<file path="src/scrb_defs.svh">
/*
  register offsets, reset values, field positions and timing constants
  of the switch configuration register bank. assumes nothing else.
*/
`ifndef SCRB_DEFS_SVH
`define SCRB_DEFS_SVH
`define SCRB_OFF_FAST_MODE 8'h00
`define SCRB_OFF_SIDE_MODE 8'h01
`define SCRB_OFF_RX_SET 8'h10
`define SCRB_OFF_PULSE_AB 8'h11
`define SCRB_OFF_PULSE_C 8'h12
`define SCRB_OFF_EQ_AB 8'h13
`define SCRB_OFF_EQ_C 8'h14
`define SCRB_OFF_TX_SET 8'h20
`define SCRB_RST_FAST_MODE 8'h40
`define SCRB_RST_SIDE_MODE 8'h40
`define SCRB_RST_RX_SET 8'h01
`define SCRB_RST_PULSE_AB 8'h00
`define SCRB_RST_PULSE_C 8'h00
`define SCRB_RST_EQ_AB 8'h00
`define SCRB_RST_EQ_C 8'h00
`define SCRB_RST_TX_SET 8'h03
`define SCRB_MODE_MASK 8'h43
`define SCRB_LOW4_MASK 8'h0F
`define SCRB_TX_MASK 8'h0F
`define SCRB_RX_MASK 8'h01
`define SCRB_EN_BIT 6
`define SCRB_ADDR_HIGH 6'h24
`define SCRB_PULSE_MS 100
`define SCRB_CLK_HZ 25000000
`define SCRB_PULSE_CYCLES ((`SCRB_PULSE_MS * (`SCRB_CLK_HZ / 1000)))
`endif

</file>
<file path="src/scrb_pkg.sv">
/*
  types of the switch configuration register bank.
  assumes nothing from scrb_defs.svh; its numeric constants are written inline.
*/
package scrb_pkg;
  // write or read request from the serial front end
  typedef struct packed {
    logic wr;
    logic rd;
    logic [7:0] addr;
    logic [7:0] data;
  } scrb_req_t;
  // settings that drive the analog link
  typedef struct packed {
    logic fast_path_enable;
    logic [1:0] fast_source_select;
    logic side_enable;
    logic [1:0] side_source_select;
    logic [11:0] termination_connect;
    logic [11:0] equalization_level_bits;
    logic [1:0] output_emphasis_level;
    logic output_termination_enable;
    logic output_current_select;
  } scrb_link_t;
  typedef enum logic [1:0] {
    SCRB_SRC_A = 2'b00,
    SCRB_SRC_B = 2'b01,
    SCRB_SRC_C = 2'b10
  } scrb_src_t;
endpackage : scrb_pkg

</file>
<file path="src/scrb_bank.sv">
/*
  configuration register bank of a three source, one output link switch,
  reached by byte reads and writes from a serial slave front end.
  assumes the front end presents one-cycle requests synchronous to clk.
*/
`timescale 1ns/10ps
`include "scrb_defs.svh"
// Notes on behaviour
// - every register can be written and read back by the serial master.
// - the slave address low bit follows the strap pin held steady by the board.
// - the first serial access locks out the parallel pins until reset.
// - fast mode register at 0x00 resets to 0x40, enable bit 6, select bits 1:0.
// - fast enable low turns the fast channels off into standby.
// - fast select 00/01/10 picks source A/B/C and 11 must not be written.
// - side mode register at 0x01 resets to 0x40, enable bit 6, select bits 1:0.
// - side enable low opens the auxiliary switch.
// - pulse register at 0x11 resets to 0 and holds the A and B lane bits.
// - pulse register at 0x12 resets to 0 with C lane bits 3:0, upper bits zero.
// - input termination enable low disconnects all input terminations.
// - a set pulse bit opens that lane termination for 100 ms on a source change.
// - each equalization bit selects low (0) or high (1) equalization.
// - side select 00/01/10 picks source A/B/C and 11 must not be written.
module scrb_bank #(
  parameter int unsigned PULSE_CYCLES = `SCRB_PULSE_CYCLES
) (
  input wire logic clk,
  input wire logic rst_n,
  input scrb_pkg::scrb_req_t req,
  input wire logic slave_address_strap,
  input wire logic parallel_enable_pin,
  input wire logic [1:0] parallel_source_pins,
  output logic [7:0] rd_data_ff,
  output logic rd_valid_ff,
  output logic [6:0] slave_address_ff,
  output logic parallel_locked_ff,
  output scrb_pkg::scrb_link_t link_ff
);
  import scrb_pkg::*;

  logic [7:0] fast_ff, side_ff, rx_ff, pab_ff, pc_ff, eqab_ff, eqc_ff, tx_ff;
  logic [7:0] nxt_fast, nxt_side, nxt_rx, nxt_pab, nxt_pc, nxt_eqab, nxt_eqc, nxt_tx;
  logic nxt_locked;
  logic [7:0] nxt_rd_data;
  logic nxt_rd_valid;
  logic [6:0] nxt_addr;
  logic [1:0] src_prev_ff, nxt_src_prev;
  logic [1:0] eff_src;
  logic eff_en;
  logic src_change;
  logic [11:0] pulse_bits, pulse_open;
  scrb_link_t nxt_link;

  // register writes, masked to the implemented bits
  always_comb begin
    nxt_fast = fast_ff;
    nxt_side = side_ff;
    nxt_rx = rx_ff;
    nxt_pab = pab_ff;
    nxt_pc = pc_ff;
    nxt_eqab = eqab_ff;
    nxt_eqc = eqc_ff;
    nxt_tx = tx_ff;
    if (req.wr) begin
      unique case (req.addr)
        `SCRB_OFF_FAST_MODE: nxt_fast = req.data & `SCRB_MODE_MASK;
        `SCRB_OFF_SIDE_MODE: nxt_side = req.data & `SCRB_MODE_MASK;
        `SCRB_OFF_RX_SET: nxt_rx = req.data & `SCRB_RX_MASK;
        `SCRB_OFF_PULSE_AB: nxt_pab = req.data;
        `SCRB_OFF_PULSE_C: nxt_pc = req.data & `SCRB_LOW4_MASK;
        `SCRB_OFF_EQ_AB: nxt_eqab = req.data;
        `SCRB_OFF_EQ_C: nxt_eqc = req.data & `SCRB_LOW4_MASK;
        `SCRB_OFF_TX_SET: nxt_tx = req.data & `SCRB_TX_MASK;
        default: ;
      endcase
    end
  end

  // read mux, unmapped offsets read zero
  always_comb begin
    nxt_rd_valid = req.rd;
    nxt_rd_data = rd_data_ff;
    if (req.rd) begin
      unique case (req.addr)
        `SCRB_OFF_FAST_MODE: nxt_rd_data = fast_ff;
        `SCRB_OFF_SIDE_MODE: nxt_rd_data = side_ff;
        `SCRB_OFF_RX_SET: nxt_rd_data = rx_ff;
        `SCRB_OFF_PULSE_AB: nxt_rd_data = pab_ff;
        `SCRB_OFF_PULSE_C: nxt_rd_data = pc_ff;
        `SCRB_OFF_EQ_AB: nxt_rd_data = eqab_ff;
        `SCRB_OFF_EQ_C: nxt_rd_data = eqc_ff;
        `SCRB_OFF_TX_SET: nxt_rd_data = tx_ff;
        default: nxt_rd_data = 8'h00;
      endcase
    end
  end

  // lockout of the parallel pins and the strapped address
  always_comb begin
    nxt_locked = parallel_locked_ff | req.wr | req.rd;
    nxt_addr = {`SCRB_ADDR_HIGH, slave_address_strap};
  end

  // effective enable and source: parallel pins until locked, then registers
  always_comb begin
    eff_en = parallel_locked_ff ? fast_ff[`SCRB_EN_BIT] : parallel_enable_pin;
    eff_src = parallel_locked_ff ? fast_ff[1:0] : parallel_source_pins;
    nxt_src_prev = eff_src;
    src_change = (eff_src != src_prev_ff);
    pulse_bits = {pc_ff[3:0], pab_ff};
  end

  // one timer per lane, triggered on a source change when its bit is set
  for (genvar i = 0; i < 12; i++) begin : g_lane
    scrb_pulse_timer #(
      .CYCLES(PULSE_CYCLES)
    ) u_timer (
      .clk(clk),
      .rst_n(rst_n),
      .trigger(src_change & pulse_bits[i]),
      .open_ff(pulse_open[i])
    );
  end

  // link settings presented to the analog side
  always_comb begin
    nxt_link.fast_path_enable = eff_en;
    nxt_link.fast_source_select = eff_src;
    nxt_link.side_enable = parallel_locked_ff ? side_ff[`SCRB_EN_BIT] : 1'b1;
    nxt_link.side_source_select = parallel_locked_ff ? side_ff[1:0] : parallel_source_pins;
    nxt_link.termination_connect = rx_ff[0] ? ~pulse_open : 12'h000;
    nxt_link.equalization_level_bits = {eqc_ff[3:0], eqab_ff};
    nxt_link.output_emphasis_level = tx_ff[3:2];
    nxt_link.output_termination_enable = tx_ff[1];
    nxt_link.output_current_select = tx_ff[0];
  end

  // register the state and the outputs
  always_ff @(posedge clk) begin
    if (!rst_n) begin
      fast_ff <= `SCRB_RST_FAST_MODE;
      side_ff <= `SCRB_RST_SIDE_MODE;
      rx_ff <= `SCRB_RST_RX_SET;
      pab_ff <= `SCRB_RST_PULSE_AB;
      pc_ff <= `SCRB_RST_PULSE_C;
      eqab_ff <= `SCRB_RST_EQ_AB;
      eqc_ff <= `SCRB_RST_EQ_C;
      tx_ff <= `SCRB_RST_TX_SET;
      parallel_locked_ff <= 1'b0;
      rd_data_ff <= 8'h00;
      rd_valid_ff <= 1'b0;
      slave_address_ff <= 7'h00;
      src_prev_ff <= 2'b00;
      link_ff <= '0;
    end else begin
      fast_ff <= nxt_fast;
      side_ff <= nxt_side;
      rx_ff <= nxt_rx;
      pab_ff <= nxt_pab;
      pc_ff <= nxt_pc;
      eqab_ff <= nxt_eqab;
      eqc_ff <= nxt_eqc;
      tx_ff <= nxt_tx;
      parallel_locked_ff <= nxt_locked;
      rd_data_ff <= nxt_rd_data;
      rd_valid_ff <= nxt_rd_valid;
      slave_address_ff <= nxt_addr;
      src_prev_ff <= nxt_src_prev;
      link_ff <= nxt_link;
    end
  end

  // assertions
  property p_rd_back;
    @(posedge clk) disable iff (!rst_n)
      (req.wr && req.addr == `SCRB_OFF_EQ_AB) ##1 (req.rd && req.addr == `SCRB_OFF_EQ_AB && !req.wr)
      |=> rd_valid_ff && rd_data_ff == $past(req.data, 2);
  endproperty
  a_rd_back: assert property (p_rd_back) else $error("read back mismatch");
  // skipped on the first edge after reset, where the register still holds its reset value
  property p_addr;
    @(posedge clk) disable iff (!rst_n)
      $past(rst_n) |-> slave_address_ff == {`SCRB_ADDR_HIGH, $past(slave_address_strap)};
  endproperty
  a_addr: assert property (p_addr) else $error("slave address wrong");
  property p_lock;
    @(posedge clk) disable iff (!rst_n) (req.wr || req.rd) |=> parallel_locked_ff [*4];
  endproperty
  a_lock: assert property (p_lock) else $error("lock lost");
  property p_fast_mask;
    @(posedge clk) disable iff (!rst_n) fast_ff[5:2] == 4'h0 && fast_ff[7] == 1'b0;
  endproperty
  a_fast_mask: assert property (p_fast_mask) else $error("fast mode reserved set");
  property p_en;
    @(posedge clk) disable iff (!rst_n)
      parallel_locked_ff |=> link_ff.fast_path_enable == $past(fast_ff[6]);
  endproperty
  a_en: assert property (p_en) else $error("fast enable wrong");
  property p_side;
    @(posedge clk) disable iff (!rst_n)
      parallel_locked_ff |=> link_ff.side_enable == $past(side_ff[6]);
  endproperty
  a_side: assert property (p_side) else $error("side enable wrong");
  property p_c_mask;
    @(posedge clk) disable iff (!rst_n) pc_ff[7:4] == 4'h0;
  endproperty
  a_c_mask: assert property (p_c_mask) else $error("pulse c upper set");
  property p_term_off;
    @(posedge clk) disable iff (!rst_n) !rx_ff[0] |=> link_ff.termination_connect == 12'h000;
  endproperty
  a_term_off: assert property (p_term_off) else $error("termination on");
  property p_pulse;
    @(posedge clk) disable iff (!rst_n)
      (src_change && pulse_bits[0] && rx_ff[0]) |-> ##2 !link_ff.termination_connect[0];
  endproperty
  a_pulse: assert property (p_pulse) else $error("pulse missing");
  c_write: cover property (@(posedge clk) disable iff (!rst_n) req.wr);
  c_read: cover property (@(posedge clk) disable iff (!rst_n) rd_valid_ff);
  c_switch: cover property (@(posedge clk) disable iff (!rst_n) src_change && |pulse_bits);
endmodule : scrb_bank

</file>
<file path="src/scrb_pulse_timer.sv">
/*
  one channel termination pulse timer: opens the termination for a fixed
  count after a trigger. assumes a free running clock and sync reset.
*/
`timescale 1ns/10ps
module scrb_pulse_timer #(
  parameter int unsigned CYCLES = 2500000
) (
  input wire logic clk,
  input wire logic rst_n,
  input wire logic trigger,
  output logic open_ff
);
  logic [31:0] cnt_ff;
  logic [31:0] nxt_cnt;
  logic nxt_open;
  // reload on trigger, count down to zero
  always_comb begin
    nxt_cnt = cnt_ff;
    if (trigger) begin
      nxt_cnt = CYCLES;
    end else if (cnt_ff != 32'h0) begin
      nxt_cnt = cnt_ff - 32'h1;
    end
    nxt_open = (nxt_cnt != 32'h0);
  end
  always_ff @(posedge clk) begin
    if (!rst_n) begin
      cnt_ff <= 32'h0;
      open_ff <= 1'b0;
    end else begin
      cnt_ff <= nxt_cnt;
      open_ff <= nxt_open;
    end
  end
endmodule : scrb_pulse_timer

</file>
<file path="config.mk">
export PLATFORM = sky130hd
export DESIGN_NAME = scrb_bank
export DESIGN_NICKNAME = d
export VERILOG_FILES = /design/src/scrb_pkg.sv /design/src/scrb_bank.sv /design/src/scrb_pulse_timer.sv
export VERILOG_INCLUDE_DIRS = /design/src /design/src/src
export SDC_FILE = /design/constraint.sdc
export NUM_CORES = 1
export LEC_CHECK = 0
export BUFFER_PORTS_ARGS = -buffer_cell sky130_fd_sc_hd__buf_2
export CAP_MARGIN = 15
export CORE_MARGIN = 5
export CORE_UTILIZATION = 55
export CTS_CLUSTER_SIZE = 24
export DETAILED_ROUTE_END_ITERATION = 8
export PLACE_DENSITY = 0.72
export SLEW_MARGIN = 30
export SYNTH_ARGS = -nofsm -noshare
export SYNTH_HDL_FRONTEND = slang
export SYNTH_HIERARCHICAL = 1
export SYNTH_SLANG_ARGS = --single-unit
export TNS_END_PERCENT = 50
</file>
<file path="constraint.sdc">
create_clock -name clk -period 3.5 [get_ports clk]
set_input_delay 0 -clock clk [delete_from_list [all_inputs] [get_ports clk]]
set_output_delay 0 -clock clk [all_outputs]
set_load 0.02 [all_outputs]
</file>
==> impl_metrics.yaml <==
floorplanning:
  die_h_um: 225
  num_rows: 78
  core_area_mm2: 0.0455
  ios: 75
  die_w_um: 225
  dieArea_mm2: 0.0504
  floorplan.initialDensity: 0.557
place:
  pre_cts_slack_ns: 0.191
  dp_hpwl_um: 49400
  place_area_mm2: 0.0263
  gp_congestion: 0.976
  io_buffers: 70
outcome:
  status: "finished clean"
logic_synthesis:
  ys.flop_type: "dfxtp_1"
  synth_edf_count: 0
  synthArstFlopShare: 0
  synth_area_per_cell_um2: 8.59
  ys_types: 82
  ys_seq_area_frac: 0.377
  syn_inst: 2945
  synth_area_mm2: 0.0253
  ys_ff_latch: 477
  yosysWarnings: 6
critical_path:
  cp-startpoint: "g_lane[6].u_timer/cnt_ff[0]$_SDFF_PN0_"
  r2r_slack_ns: 0.30
  rr_worst_depth: 9
  worstSetupStartpointType: "register"
  end_kind: "register"
  crit_arrival_ns: 3.66
  crit_type: "reg2reg"
  r2r_end: "g_lane[6].u_timer/open_ff$_SDFF_PN0_"
  required_ns: 3.96
  reg2reg_from: "g_lane[6].u_timer/cnt_ff[0]$_SDFF_PN0_"
  crit_fanout: 6
routing:
  initialDrtViolationCount: 2294
  vias: 22800
  via_per_inst: 6.19
  drtPass1Iterations: 6
  final_antenna_net_count: 0
  wl_um: 68100
  wl_per_cell_um: 18.5
  drc: 0
clock_tree:
  cts_buffers: 51
  cts_tree: "built"
  path_clk_slew_ns: 0.06
  cts.sinks: 477
  clk_path_buf_depth: 3
  h-tree-depth: 2
  root_buffer: "clkbuf_16"
  worstSkewPairLatency_ns: 0.61
hold_path:
  hold_end: "tx_ff[1]$_SDFFE_PN1P_"
  min_path_type: "in2reg"
  min-delay-start: "req[15]"
  min_path_cells: 5
global_routing:
  grt_pass1_wl_um: 111000
  grt_max_degree: 35
  track_usage: 0.258
  antenna_found_initial: 1
  grt_overflow: 0
  grt_pass1_vias: 21800
sta:
  worst_clock_skew_ns: 0.0342
  finalHoldViolCount: 0
  slew_viol_final: 0
  setup_viol: 0
  setup_tns_ns: 0
  rsz0062_at_grt: "no"
  fmax_mhz: 313
  period_share: 0.914
  min_period_ns: 3.20
  setup_slack_ns: 0.300
  maxSlewHeadroom: 0.453
  worst_slew_pin_slew_ns: 0.819
cells_and_area:
  drive_gt1_frac: 0.133
  layout.nets: 3083
  fin_area_mm2: 0.0283
  final_util: 0.623
  num-fill-cells: 4000
  syn_to_final_growth_pct: 11.9
  antennaDiodeCount: 0
job:
  cap_violations: 0
[cell usage after synthesis (all sizes together), types with 19 or more instances]
master / instances / area (um2)
buf: 33 / 231
or3: 113 / 782
nand3: 77 / 420
a21oi: 134 / 671
nor2b: 26 / 163
ha: 24 / 300
nand2b: 23 / 169
o31ai: 58 / 485
inv: 61 / 229
nand4b: 19 / 166
dfxtp: 477 / 9550
o21ai: 47 / 262
and3: 19 / 119
clkbuf: 73 / 274
nor3: 147 / 817
nor4: 172 / 1690
nand2: 214 / 803
nor3b: 22 / 165
xnor2: 124 / 1140
nor2: 482 / 1810
nand4: 46 / 332
mux2i: 61 / 611
and2: 51 / 319
or2: 29 / 194
xor2: 113 / 990
or4: 87 / 698
[final cells by class]
cell class | count | area [um2] | share of cell area
clock buffers | 70 | 1470 | 0.0518
flip-flops and latches | 477 | 9550 | 0.337
well taps | 600 | 751 | 0.0265
repair buffers | 140 | 938 | 0.0331
clock inverters | 23 | 349 | 0.0123
multi-input cells | 2296 | 15000 | 0.530
inverters | 69 | 259 | 0.00914
[flip-flops by register name, summed over array words and instances (netlist names)]
register	flops
eqab_ff	8
eqc_ff	4
pab_ff	8
fast_ff	3
link_ff	32
tx_ff	4
src_prev_ff	2
g_lane.u_timer/cnt_ff	384
rx_ff	1
parallel_locked_ff	1
g_lane.u_timer/open_ff	12
rd_valid_ff	1
rd_data_ff	8
pc_ff	4
side_ff	3
slave_address_ff	2
[cell families (layout without fill, tap and decap cells)]
logic type               Yosys count  after routing  share of synthesized area
AO/OA/AOI/OAI                    370            370                      0.103
XOR/XNOR                         237            237                     0.0841
adder cells (fa/ha/maj)           24             24                     0.0119
buffers and inverters            175            302                     0.0302
flip-flops                       477            477                      0.377
multiplexers                      67             67                     0.0268
other                              1              4                   0.000148
AND/OR/NAND/NOR                 1594           1594                      0.366
[worst max path at each step]
stage,end,slack [ns],depth (start not counted)
floorplan,g_lane[3].u_timer/open_ff$_SDFF_PN0_,0.61,11
global placement,g_lane[7].u_timer/open_ff$_SDFF_PN0_,0.29,9
detailed placement,g_lane[7].u_timer/open_ff$_SDFF_PN0_,0.19,9
CTS,g_lane[7].u_timer/open_ff$_SDFF_PN0_,0.17,9
global route,g_lane[11].u_timer/cnt_ff[1]$_SDFF_PN0_,0.06,8
finish,g_lane[6].u_timer/open_ff$_SDFF_PN0_,0.30,9
[layout by cell type (no fill, tap or decap), types with 47 or more instances in the layout]
cell type | synthesis | layout
and2_1 | 51 | 51
dfxtp_1 | 477 | 477
xor2_1 | 113 | 113
buf_4 | 12 | 47
nor4_1 | 110 | 109
mux2i_1 | 61 | 61
or3_1 | 98 | 98
nand2_1 | 214 | 214
xnor2_1 | 117 | 117
buf_2 | 14 | 69
nor3_1 | 132 | 132
nand3_1 | 70 | 70
or4_1 | 75 | 75
inv_1 | 61 | 61
clkbuf_16 | 0 | 51
o31ai_1 | 48 | 48
nor2_1 | 482 | 482
a21oi_1 | 134 | 134
[critical path: stages (launching register included)]
cell and delay [ns]:
dfxtp_1 0.34, inv_1 0.13, ha_1 0.20, or3b_2 0.53, nor4_1 0.58, nand3_1 0.19, xor2_1 0.23, nand4_1 0.14
or4_1 0.43, o41a_1 0.32
[repair_timing]
action,CTS,global route
buffers inserted,0,0
hold buffers,24,0
hold endpoints to repair,95,0
endpoints found under the setup margin,0,1
resized for setup,0,1
[metal layers]
metal  wire [um]  vias to the layer above  track usage
met3        4200                      164       0.0385
met2       31700                      821        0.425
met1       29800                    11000        0.348
met4        2290                        0       0.0907
met5           0                        -            0
li1            -                    10800            -
[stage by stage]
stage / hold slack (ns) / cells
3_3_place_gp: 0.206 / 3558
3_5_place_dp: 0.211 / 3558
5_1_grt: 0.0899 / 3675
4_1_cts: 0.0155 / 3675
6_report: 0.0579 / 3675
2_1_floorplan: 0.0277 / 2948
Power is left out: the tool's default activity adds up to more than one toggle a clock period on the data nets, which glitch-free logic cannot reach.
